## src/pco_map.svh

```systemverilog
`ifndef PCO_MAP_SVH
`define PCO_MAP_SVH

`define PCO_ADDR_CTRL 8'h00
`define PCO_ADDR_GPIO 8'h04
`define PCO_ADDR_STAT 8'h08

`define PCO_CTRL_RST 8'he0
`define PCO_CTRL_WMASK 8'hfe
`define PCO_SMODE_HI 7
`define PCO_SMODE_LO 5
`define PCO_OE_BIT 4
`define PCO_SEL_HI 3
`define PCO_SEL_LO 2
`define PCO_SIEN_BIT 1

`define PCO_GPIO_RST 2'b00
`define PCO_GPIO_DATA_BIT 0
`define PCO_GPIO_DIR_BIT 1

`define PCO_DIV4_HALF 2
`define PCO_DIV8_HALF 4
`define PCO_TMR_HALF 1
`define PCO_CNT_W 3

`define PCO_RESP_OKAY 2'b00
`define PCO_RESP_DECERR 2'b11

`endif

```

## src/pco_pkg.sv

```systemverilog
package pco_pkg;

  typedef enum logic [2:0]
  {
    PCO_IDLE = 3'b001,
    PCO_RUN = 3'b010,
    PCO_STOP = 3'b100
  } pco_state_t;

  typedef enum logic [1:0]
  {
    PCO_SEL_SYS = 2'b00,
    PCO_SEL_DIV4 = 2'b01,
    PCO_SEL_DIV8 = 2'b10,
    PCO_SEL_TMR = 2'b11
  } pco_sel_t;

endpackage : pco_pkg

```

## src/pco_top.sv

```systemverilog
// The register offsets and register access over AXI4-Lite were decided locally.
`timescale 1ns/1ps
`include "pco_map.svh"

// Summary of operation
// - Clock pin is shared with general I/O; enable bit picks the clock function.
// - Clock source is timer zero match rate halved, or the system clock, undivided or divided.
// - Enable bit written 1 turns the clock output on, 0 turns it off.
// - Two-bit divider select at control bits 3 and 2 picks the frequency.
// - Sleep mode stops the clock output regardless of the enable bit.
// - Control: serial mode 7..5 resets ones; enable, select, serial enable reset zero.
// - Select 00 system clock, 01 by four, 10 by eight, 11 timer half.
module pco_top import pco_pkg::*; (
  input wire logic clk,
  input wire logic rst,
  input wire logic s_axi_awvalid,
  output logic s_axi_awready,
  input wire logic [7:0] s_axi_awaddr,
  input wire logic s_axi_wvalid,
  output logic s_axi_wready,
  input wire logic [31:0] s_axi_wdata,
  input wire logic [3:0] s_axi_wstrb,
  output logic s_axi_bvalid,
  input wire logic s_axi_bready,
  output logic [1:0] s_axi_bresp,
  input wire logic s_axi_arvalid,
  output logic s_axi_arready,
  input wire logic [7:0] s_axi_araddr,
  output logic s_axi_rvalid,
  input wire logic s_axi_rready,
  output logic [31:0] s_axi_rdata,
  output logic [1:0] s_axi_rresp,
  input wire logic sleepMode,
  input wire logic periodCompareMatch,
  input wire logic periphClockPinIn,
  output logic periphClockPinOut,
  output logic periphClockPinOe
);

  localparam logic [7:0] ADDR_CTRL = `PCO_ADDR_CTRL;
  localparam logic [7:0] ADDR_GPIO = `PCO_ADDR_GPIO;
  localparam logic [7:0] ADDR_STAT = `PCO_ADDR_STAT;

  // Write channel state
  logic awHave_q;
  logic awHave_d;
  logic wHave_q;
  logic wHave_d;
  logic [7:0] awAddr_q;
  logic [7:0] wData_q;
  logic wStrb0_q;
  logic bValid_d;
  logic [1:0] bResp_d;
  logic awReady_d;
  logic wReady_d;

  // Read channel state
  logic rValid_d;
  logic arReady_d;
  logic [31:0] rData_d;
  logic [1:0] rResp_d;

  // Registers
  logic [7:0] serialAndClockOutControl_q;
  logic [7:0] serialAndClockOutControl_d;
  logic [1:0] gpio_q;
  logic [1:0] gpio_d;

  // Clock generator state
  pco_state_t state_q;
  pco_state_t state_d;
  pco_sel_t activeSel_q;
  pco_sel_t activeSel_d;
  logic gateFall_q;
  logic useGate_q;
  logic pinOut_q;
  logic pinOut_d;
  logic pinOe_d;
  logic lvlDiv4;
  logic lvlDiv8;
  logic lvlTmr;

  wire awFire = s_axi_awvalid && s_axi_awready;
  wire wFire = s_axi_wvalid && s_axi_wready;
  wire doWrite = awHave_q && wHave_q && !s_axi_bvalid;
  wire arFire = s_axi_arvalid && s_axi_arready;

  wire wrIsCtrl = (awAddr_q[7:2] == ADDR_CTRL[7:2]);
  wire wrIsGpio = (awAddr_q[7:2] == ADDR_GPIO[7:2]);
  wire wrIsStat = (awAddr_q[7:2] == ADDR_STAT[7:2]);
  wire wrHit = wrIsCtrl || wrIsGpio || wrIsStat;
  wire wrCtrl = doWrite && wrIsCtrl && wStrb0_q;
  wire wrGpio = doWrite && wrIsGpio && wStrb0_q;

  wire rdIsCtrl = (s_axi_araddr[7:2] == ADDR_CTRL[7:2]);
  wire rdIsGpio = (s_axi_araddr[7:2] == ADDR_GPIO[7:2]);
  wire rdIsStat = (s_axi_araddr[7:2] == ADDR_STAT[7:2]);

  assign awHave_d = awFire || (awHave_q && !doWrite);
  assign wHave_d = wFire || (wHave_q && !doWrite);
  assign bValid_d = doWrite || (s_axi_bvalid && !s_axi_bready);
  assign bResp_d = doWrite ? (wrHit ? `PCO_RESP_OKAY : `PCO_RESP_DECERR) : s_axi_bresp;
  assign awReady_d = !awHave_d && !bValid_d;
  assign wReady_d = !wHave_d && !bValid_d;

  assign rValid_d = arFire || (s_axi_rvalid && !s_axi_rready);
  assign arReady_d = !rValid_d;

  // Serial fields are kept but have no effect here; bit 0 reads zero
  assign serialAndClockOutControl_d = wrCtrl ? (wData_q & `PCO_CTRL_WMASK) : serialAndClockOutControl_q;
  assign gpio_d = wrGpio ? wData_q[1:0] : gpio_q;

  // Mnemonic views of the control and GPIO registers
  wire periphClockOutEnable = serialAndClockOutControl_q[`PCO_OE_BIT];
  wire periphClockDivSelHi = serialAndClockOutControl_q[`PCO_SEL_HI];
  wire periphClockDivSelLo = serialAndClockOutControl_q[`PCO_SEL_LO];
  wire [2:0] serialModeSel = serialAndClockOutControl_q[`PCO_SMODE_HI:`PCO_SMODE_LO];
  wire serialIfaceOn = serialAndClockOutControl_q[`PCO_SIEN_BIT];
  wire gpioData = gpio_q[`PCO_GPIO_DATA_BIT];
  wire gpioDir = gpio_q[`PCO_GPIO_DIR_BIT];

  wire [7:0] statusWord = {2'b00, periphClockPinIn, sleepMode, activeSel_q,
                           state_q == PCO_STOP, state_q == PCO_RUN};

  assign rData_d = !arFire ? s_axi_rdata :
                   rdIsCtrl ? {24'h000000, serialModeSel, periphClockOutEnable, periphClockDivSelHi,
                               periphClockDivSelLo, serialIfaceOn, 1'b0} :
                   rdIsGpio ? {30'h0, gpio_q} :
                   rdIsStat ? {24'h000000, statusWord} : 32'h00000000;
  assign rResp_d = !arFire ? s_axi_rresp :
                   (rdIsCtrl || rdIsGpio || rdIsStat) ? `PCO_RESP_OKAY : `PCO_RESP_DECERR;

  // Clock generator control
  wire wantClock = periphClockOutEnable && !sleepMode;
  pco_sel_t selField;
  assign selField = pco_sel_t'({periphClockDivSelHi, periphClockDivSelLo});
  wire activeLevel = (activeSel_q == PCO_SEL_SYS) ? gateFall_q :
                     (activeSel_q == PCO_SEL_DIV4) ? lvlDiv4 :
                     (activeSel_q == PCO_SEL_DIV8) ? lvlDiv8 : lvlTmr;
  wire keepRun = (state_q == PCO_RUN) || ((state_q == PCO_STOP) && activeLevel);
  wire runDiv4 = keepRun && (activeSel_q == PCO_SEL_DIV4);
  wire runDiv8 = keepRun && (activeSel_q == PCO_SEL_DIV8);
  // Timer source stops at once: the next match may never come in sleep
  wire runTmr = (state_q == PCO_RUN) && (activeSel_q == PCO_SEL_TMR);
  wire runSys = (state_q == PCO_RUN) && (activeSel_q == PCO_SEL_SYS);
  wire srcLevel = (activeSel_q == PCO_SEL_DIV4) ? lvlDiv4 :
                  (activeSel_q == PCO_SEL_DIV8) ? lvlDiv8 :
                  (activeSel_q == PCO_SEL_TMR) ? lvlTmr : 1'b0;

  always_comb
  begin
    state_d = state_q;
    case (state_q)
      PCO_IDLE:
        state_d = wantClock ? PCO_RUN : PCO_IDLE;
      PCO_RUN:
        state_d = (!wantClock || (selField != activeSel_q)) ? PCO_STOP : PCO_RUN;
      PCO_STOP:
        state_d = activeLevel ? PCO_STOP : PCO_IDLE;
      default:
        state_d = PCO_IDLE;
    endcase
  end

  // A new source is only taken up while the pin rests low
  assign activeSel_d = ((state_q == PCO_IDLE) && wantClock) ? selField : activeSel_q;
  assign pinOut_d = periphClockOutEnable ? srcLevel : gpioData;
  assign pinOe_d = periphClockOutEnable || gpioDir;

  pco_div #(.HALF(`PCO_DIV4_HALF)) u_div4 (
    .clk(clk),
    .rst(rst),
    .run(runDiv4),
    .tick(1'b1),
    .level(lvlDiv4)
  );

  pco_div #(.HALF(`PCO_DIV8_HALF)) u_div8 (
    .clk(clk),
    .rst(rst),
    .run(runDiv8),
    .tick(1'b1),
    .level(lvlDiv8)
  );

  pco_div #(.HALF(`PCO_TMR_HALF)) u_tmr (
    .clk(clk),
    .rst(rst),
    .run(runTmr),
    .tick(periodCompareMatch),
    .level(lvlTmr)
  );

  always_ff @(posedge clk)
  begin
    if (rst)
    begin
      awHave_q <= 1'b0;
      wHave_q <= 1'b0;
      s_axi_awready <= 1'b0;
      s_axi_wready <= 1'b0;
      s_axi_bvalid <= 1'b0;
      s_axi_bresp <= `PCO_RESP_OKAY;
    end
    else
    begin
      awHave_q <= awHave_d;
      wHave_q <= wHave_d;
      s_axi_awready <= awReady_d;
      s_axi_wready <= wReady_d;
      s_axi_bvalid <= bValid_d;
      s_axi_bresp <= bResp_d;
    end
  end

  always_ff @(posedge clk)
  begin
    if (awFire)
      awAddr_q <= s_axi_awaddr;
    if (wFire)
    begin
      wData_q <= s_axi_wdata[7:0];
      wStrb0_q <= s_axi_wstrb[0];
    end
  end

  always_ff @(posedge clk)
  begin
    if (rst)
    begin
      s_axi_arready <= 1'b0;
      s_axi_rvalid <= 1'b0;
      s_axi_rdata <= 32'h00000000;
      s_axi_rresp <= `PCO_RESP_OKAY;
    end
    else
    begin
      s_axi_arready <= arReady_d;
      s_axi_rvalid <= rValid_d;
      s_axi_rdata <= rData_d;
      s_axi_rresp <= rResp_d;
    end
  end

  always_ff @(posedge clk)
  begin
    if (rst)
    begin
      serialAndClockOutControl_q <= `PCO_CTRL_RST;
      gpio_q <= `PCO_GPIO_RST;
      state_q <= PCO_IDLE;
      activeSel_q <= PCO_SEL_SYS;
      pinOut_q <= 1'b0;
      periphClockPinOe <= 1'b0;
    end
    else
    begin
      serialAndClockOutControl_q <= serialAndClockOutControl_d;
      gpio_q <= gpio_d;
      state_q <= state_d;
      activeSel_q <= activeSel_d;
      pinOut_q <= pinOut_d;
      periphClockPinOe <= pinOe_d;
    end
  end

  // Gate and pin mux select change only while clk is low, so a switch never cuts a high phase
  always_ff @(negedge clk)
  begin
    if (rst)
    begin
      gateFall_q <= 1'b0;
      useGate_q <= 1'b0;
    end
    else
    begin
      gateFall_q <= runSys;
      useGate_q <= periphClockOutEnable && (activeSel_q == PCO_SEL_SYS);
    end
  end

  // Full-rate path passes clk through the low-phase gate
  assign periphClockPinOut = useGate_q ? (clk & gateFall_q) : pinOut_q;
endmodule : pco_top

```

## src/pco_div.sv

```systemverilog
`timescale 1ns/1ps
`include "pco_map.svh"

// Toggles its level every HALF ticks while run is high; cleared low otherwise
module pco_div #(
  parameter int HALF = 2
) (
  input wire logic clk,
  input wire logic rst,
  input wire logic run,
  input wire logic tick,
  output logic level
);

  logic [`PCO_CNT_W-1:0] cnt_q;
  logic [`PCO_CNT_W-1:0] cnt_d;
  logic level_d;
  wire wrap = (cnt_q == `PCO_CNT_W'(HALF - 1));

  assign cnt_d = !run ? '0 : !tick ? cnt_q : wrap ? '0 : cnt_q + `PCO_CNT_W'(1);
  assign level_d = !run ? 1'b0 : (tick && wrap) ? !level : level;

  always_ff @(posedge clk)
  begin
    if (rst)
    begin
      cnt_q <= '0;
      level <= 1'b0;
    end
    else
    begin
      cnt_q <= cnt_d;
      level <= level_d;
    end
  end

endmodule : pco_div

```

## config.mk

```make
export PLATFORM = sky130hd
export DESIGN_NAME = pco_top
export DESIGN_NICKNAME = d
export VERILOG_FILES = /design/src/pco_pkg.sv /design/src/pco_top.sv /design/src/pco_div.sv
export VERILOG_INCLUDE_DIRS = /design/src
export SDC_FILE = /design/constraint.sdc
export NUM_CORES = 1
export LEC_CHECK = 0
export ABC_CLOCK_PERIOD_IN_PS = 1610
export BUFFER_PORTS_ARGS = -buffer_cell sky130_fd_sc_hd__buf_2
export CAP_MARGIN = 20
export CORE_MARGIN = 1
export CORE_UTILIZATION = 35
export DETAILED_ROUTE_END_ITERATION = 8
export HOLD_SLACK_MARGIN = 0.1
export PLACE_DENSITY_LB_ADDON = 0.25
export REMOVE_ABC_BUFFERS = 1
export SYNTH_ARGS = -nofsm -noshare
export SYNTH_HDL_FRONTEND = slang
export SYNTH_SLANG_ARGS = --single-unit
export TNS_END_PERCENT = 10
```

## constraint.sdc

```tcl
create_clock -name clk -period 1.61 [get_ports clk]
set_input_delay 0.322 -clock clk [delete_from_list [all_inputs] [get_ports clk]]
set_output_delay 0.322 -clock clk [all_outputs]
set_load 0.02 [all_outputs]
```

==> flow_metrics.tcl <==
set metrics [dict create \
    status "finished, violations left" \
    violations "negative setup slack" \
    r2r-start "gateFall_q$_SDFF_NP0_" \
    finalInstanceArea_mm2 0.00346 \
    vias 2027 \
    hold_path_class "primary input to flop" \
    hpwl_um 3520 \
    synth_top_area_share_pct 35.8 \
    critPathArrivalTime_ns 1.90 \
    yosysSeqAreaShare_pct 52.9 \
    r2r_end "state_q[0]$_SDFF_PP1_" \
    postRouteAntennaNets 0 \
    avgRoutedWirePerCell_um 11.2 \
    clock_latency_ns 0.50 \
    avgSynthCellArea_um2 10.2 \
    final.setup.worst_slack_ns -0.609 \
    place_area_mm2 0.00304 \
    num-fill-cells 696 \
    dr.pass1.iters 4 \
    fin_skew_ns 0.0534 \
    powerDensity_mw_per_mm2 958 \
    synth_edf_count 15 \
    grt_max_degree 37 \
    yosys.area.top_type "dfxtp_1" \
    cts_tree "yes" \
    rsz0062_at_grt "yes" \
    p_leak_nw 1.46 \
    end_kind "output pin" \
    area_growth_pct 31.7 \
    grt_usage_pct 15.0 \
    die_x_um 88.7 \
    placedCellCount 417 \
    yosysWarnings 0 \
    max-cap-violations 0 \
    drv_slew 0 \
    layout-drive-gt1-share_pct 29.7 \
    layoutNonFillerInstCount 452 \
    ys.flop_type "dfxtp_1" \
    worstSetupPathType "flop to output pin" \
    r2r_slack_ns -0.57 \
    dieArea_mm2 0.00787 \
    crit_required_ns 1.29 \
    io_buffer_count 49 \
    drc 0 \
    netlist_area_mm2 0.00263 \
    io_pins 105 \
    crit_start "gateFall_q$_SDFF_NP0_" \
    row_count 31 \
    crit_end "periphClockPinOut" \
    coreArea_mm2 0.00725 \
    drt-total-wl_um 5040 \
    drt_iter0_drc 58 \
    finalHoldViolCount 0 \
    antenna_found_initial 0 \
    clk_pin_slew_ns 0.07 \
    tns_ns -6.20 \
    vias_per_cell 4.48 \
    synthTopCellsByArea "dfxtp_1, edfxtp_1, buf_4" \
    ys_seq_elements 62 \
    grt_pass1_wl_um 8450 \
    netlist_instances 258 \
    finalSetupViolations 21 \
    final_nets 416 \
    grt_overflow 0 \
    worst-path-max-fanout 2 \
    antenna_cells 0 \
    rr_worst_depth 5 \
    postSynth.asyncResetShare_pct 0 \
    startpoint_type "flop" \
    synth_cell_types 41 \
    start_util_pct 36.3 \
    final_util_pct 47.8 \
    die_h_um 88.7 \
    peakVddDrop_uv 624 \
    grt_pass1_vias 1942 \
    gp_congestion 0.758 \
]
where the power goes:
group / switching [W] / internal [W]
logic: 0.000157 / 0.0000964
clock network: 0.000687 / 0.000724
registers: 0.0000199 / 0.00164
total: 0.000864 / 0.00246
logic make-up (layout without fill, tap and decap cells):
group	count (synthesis)	after routing	synth area share (%)
other	1	24	0.143
AND/OR/NAND/NOR	102	102	20.7
AO/OA/AOI/OAI	26	26	6.42
multiplexers	12	12	5.09
flip-flops	62	62	52.9
buffers and inverters	43	115	9.89
adder cells (fa/ha/maj)	6	6	2.85
XOR/XNOR	6	6	2.00
critical path: stages (launching register included):
cell,delay (ns)
dfxtp_2,0.32
nand3_2,0.07
o21ai_2,0.07
buf_6,0.13
area by class of cell:
class | instances | area [µm²] | area share, %
clock buffer | 13 | 176 | 5.09
clock inverter | 9 | 55.1 | 1.59
inverter | 7 | 26.3 | 0.758
multi-input combinational | 176 | 1120 | 32.3
sequential | 62 | 1390 | 40.2
tap | 99 | 124 | 3.58
timing repair buffer | 86 | 571 | 16.5
flip-flops by register name (all words and copies together) (netlist names), 2 cells and up:
register and flops:
activeSel_q 2, state_q 3, awAddr_q 6, wData_q 8, u_tmr.cnt_q 3, serialAndClockOutControl_q 7, u_div8.cnt_q 3, gpio_q 2
u_div4.cnt_q 3, s_axi_rdata 8
cell usage after synthesis, types with 2 or more instances:
| cell type | number |
|---|---|
| dfxtp_1 | 47 |
| nor2_1 | 37 |
| buf_4 | 26 |
| edfxtp_1 | 15 |
| nor3_1 | 15 |
| a21oi_1 | 13 |
| mux2i_1 | 10 |
| inv_1 | 8 |
| clkbuf_1 | 7 |
| nand2_1 | 7 |
| ha_1 | 6 |
| nand2b_1 | 6 |
| nand3b_1 | 6 |
| nor2b_1 | 6 |
| nor4_1 | 5 |
| a221oi_1 | 4 |
| nand3_1 | 4 |
| and2_1 | 3 |
| or3_1 | 3 |
| xnor2_1 | 3 |
| xor2_1 | 3 |
| a32oi_1 | 2 |
| nand4_1 | 2 |
| nor4b_1 | 2 |
| o41ai_1 | 2 |
metrics by stage:
step	hold slack, ns	total power (W)	setup slack (ns)
5_1_grt	0.149	0.00347	-0.665
2_1_floorplan	0.391	0.00183	-0.887
6_report	0.141	0.00332	-0.609
3_3_place_gp	0.409	0.00192	-0.581
3_5_place_dp	0.421	0.00193	-0.603
4_1_cts	0.135	0.00336	-0.664
repair_timing:
action | CTS | global route
pin swaps | 1 | 3
endpoints found under the hold margin | 15 | 0
endpoints found under the setup margin | 21 | 22
hold buffers | 15 | 0
buffers inserted | 0 | 0
resized for setup | 7 | 10
layer usage:
metal  vias up  part of all wire, %  track usage, %  wire length [µm]
met3        14                  5.9            4.66               299
met1       912                   48            18.6              2440
li1       1034                    -               -                 -
met4         0                  2.5            11.6               128
met5         -                    0               0                 0
met2        67                   43            21.6              2180
layout by cell type (no fill, tap or decap), types with 3 or more instances in the layout:
cell	n
clkinv_4	3
xnor2_1	3
buf_2	48
clkbuf_8	12
dlygate4sd3_1	15
conb_1	24
buf_6	3
nor2_1	37
nor4_1	5
buf_4	21
nand3_1	3
xor2_1	3
and2_1	3
edfxtp_1	15
nand3b_1	6
ha_1	6
nor3_1	14
inv_1	9
nand2_1	7
or3_1	3
a21oi_1	12
dfxtp_1	45
a221oi_1	4
nand2b_1	6
nor2b_1	5
mux2i_1	10
worst min-delay path by stage:
stage,from,to,slack [ns],cells past startpoint
2_1_floorplan,rst,s_axi_rdata[6]$_SDFFE_PP0P_,0.39,1
3_3_place_gp,u_div8.cnt_q[0]$_SDFF_PP0_,u_div8.cnt_q[0]$_SDFF_PP0_,0.41,1
3_5_place_dp,u_div8.cnt_q[0]$_SDFF_PP0_,u_div8.cnt_q[0]$_SDFF_PP0_,0.42,1
4_1_cts,s_axi_rready,s_axi_arready$_SDFF_PP0_,0.14,3
5_1_grt,s_axi_rready,s_axi_arready$_SDFF_PP0_,0.15,3
6_report,s_axi_rready,s_axi_arready$_SDFF_PP0_,0.14,3
Note: power is estimated with default switching activity, not from simulation.
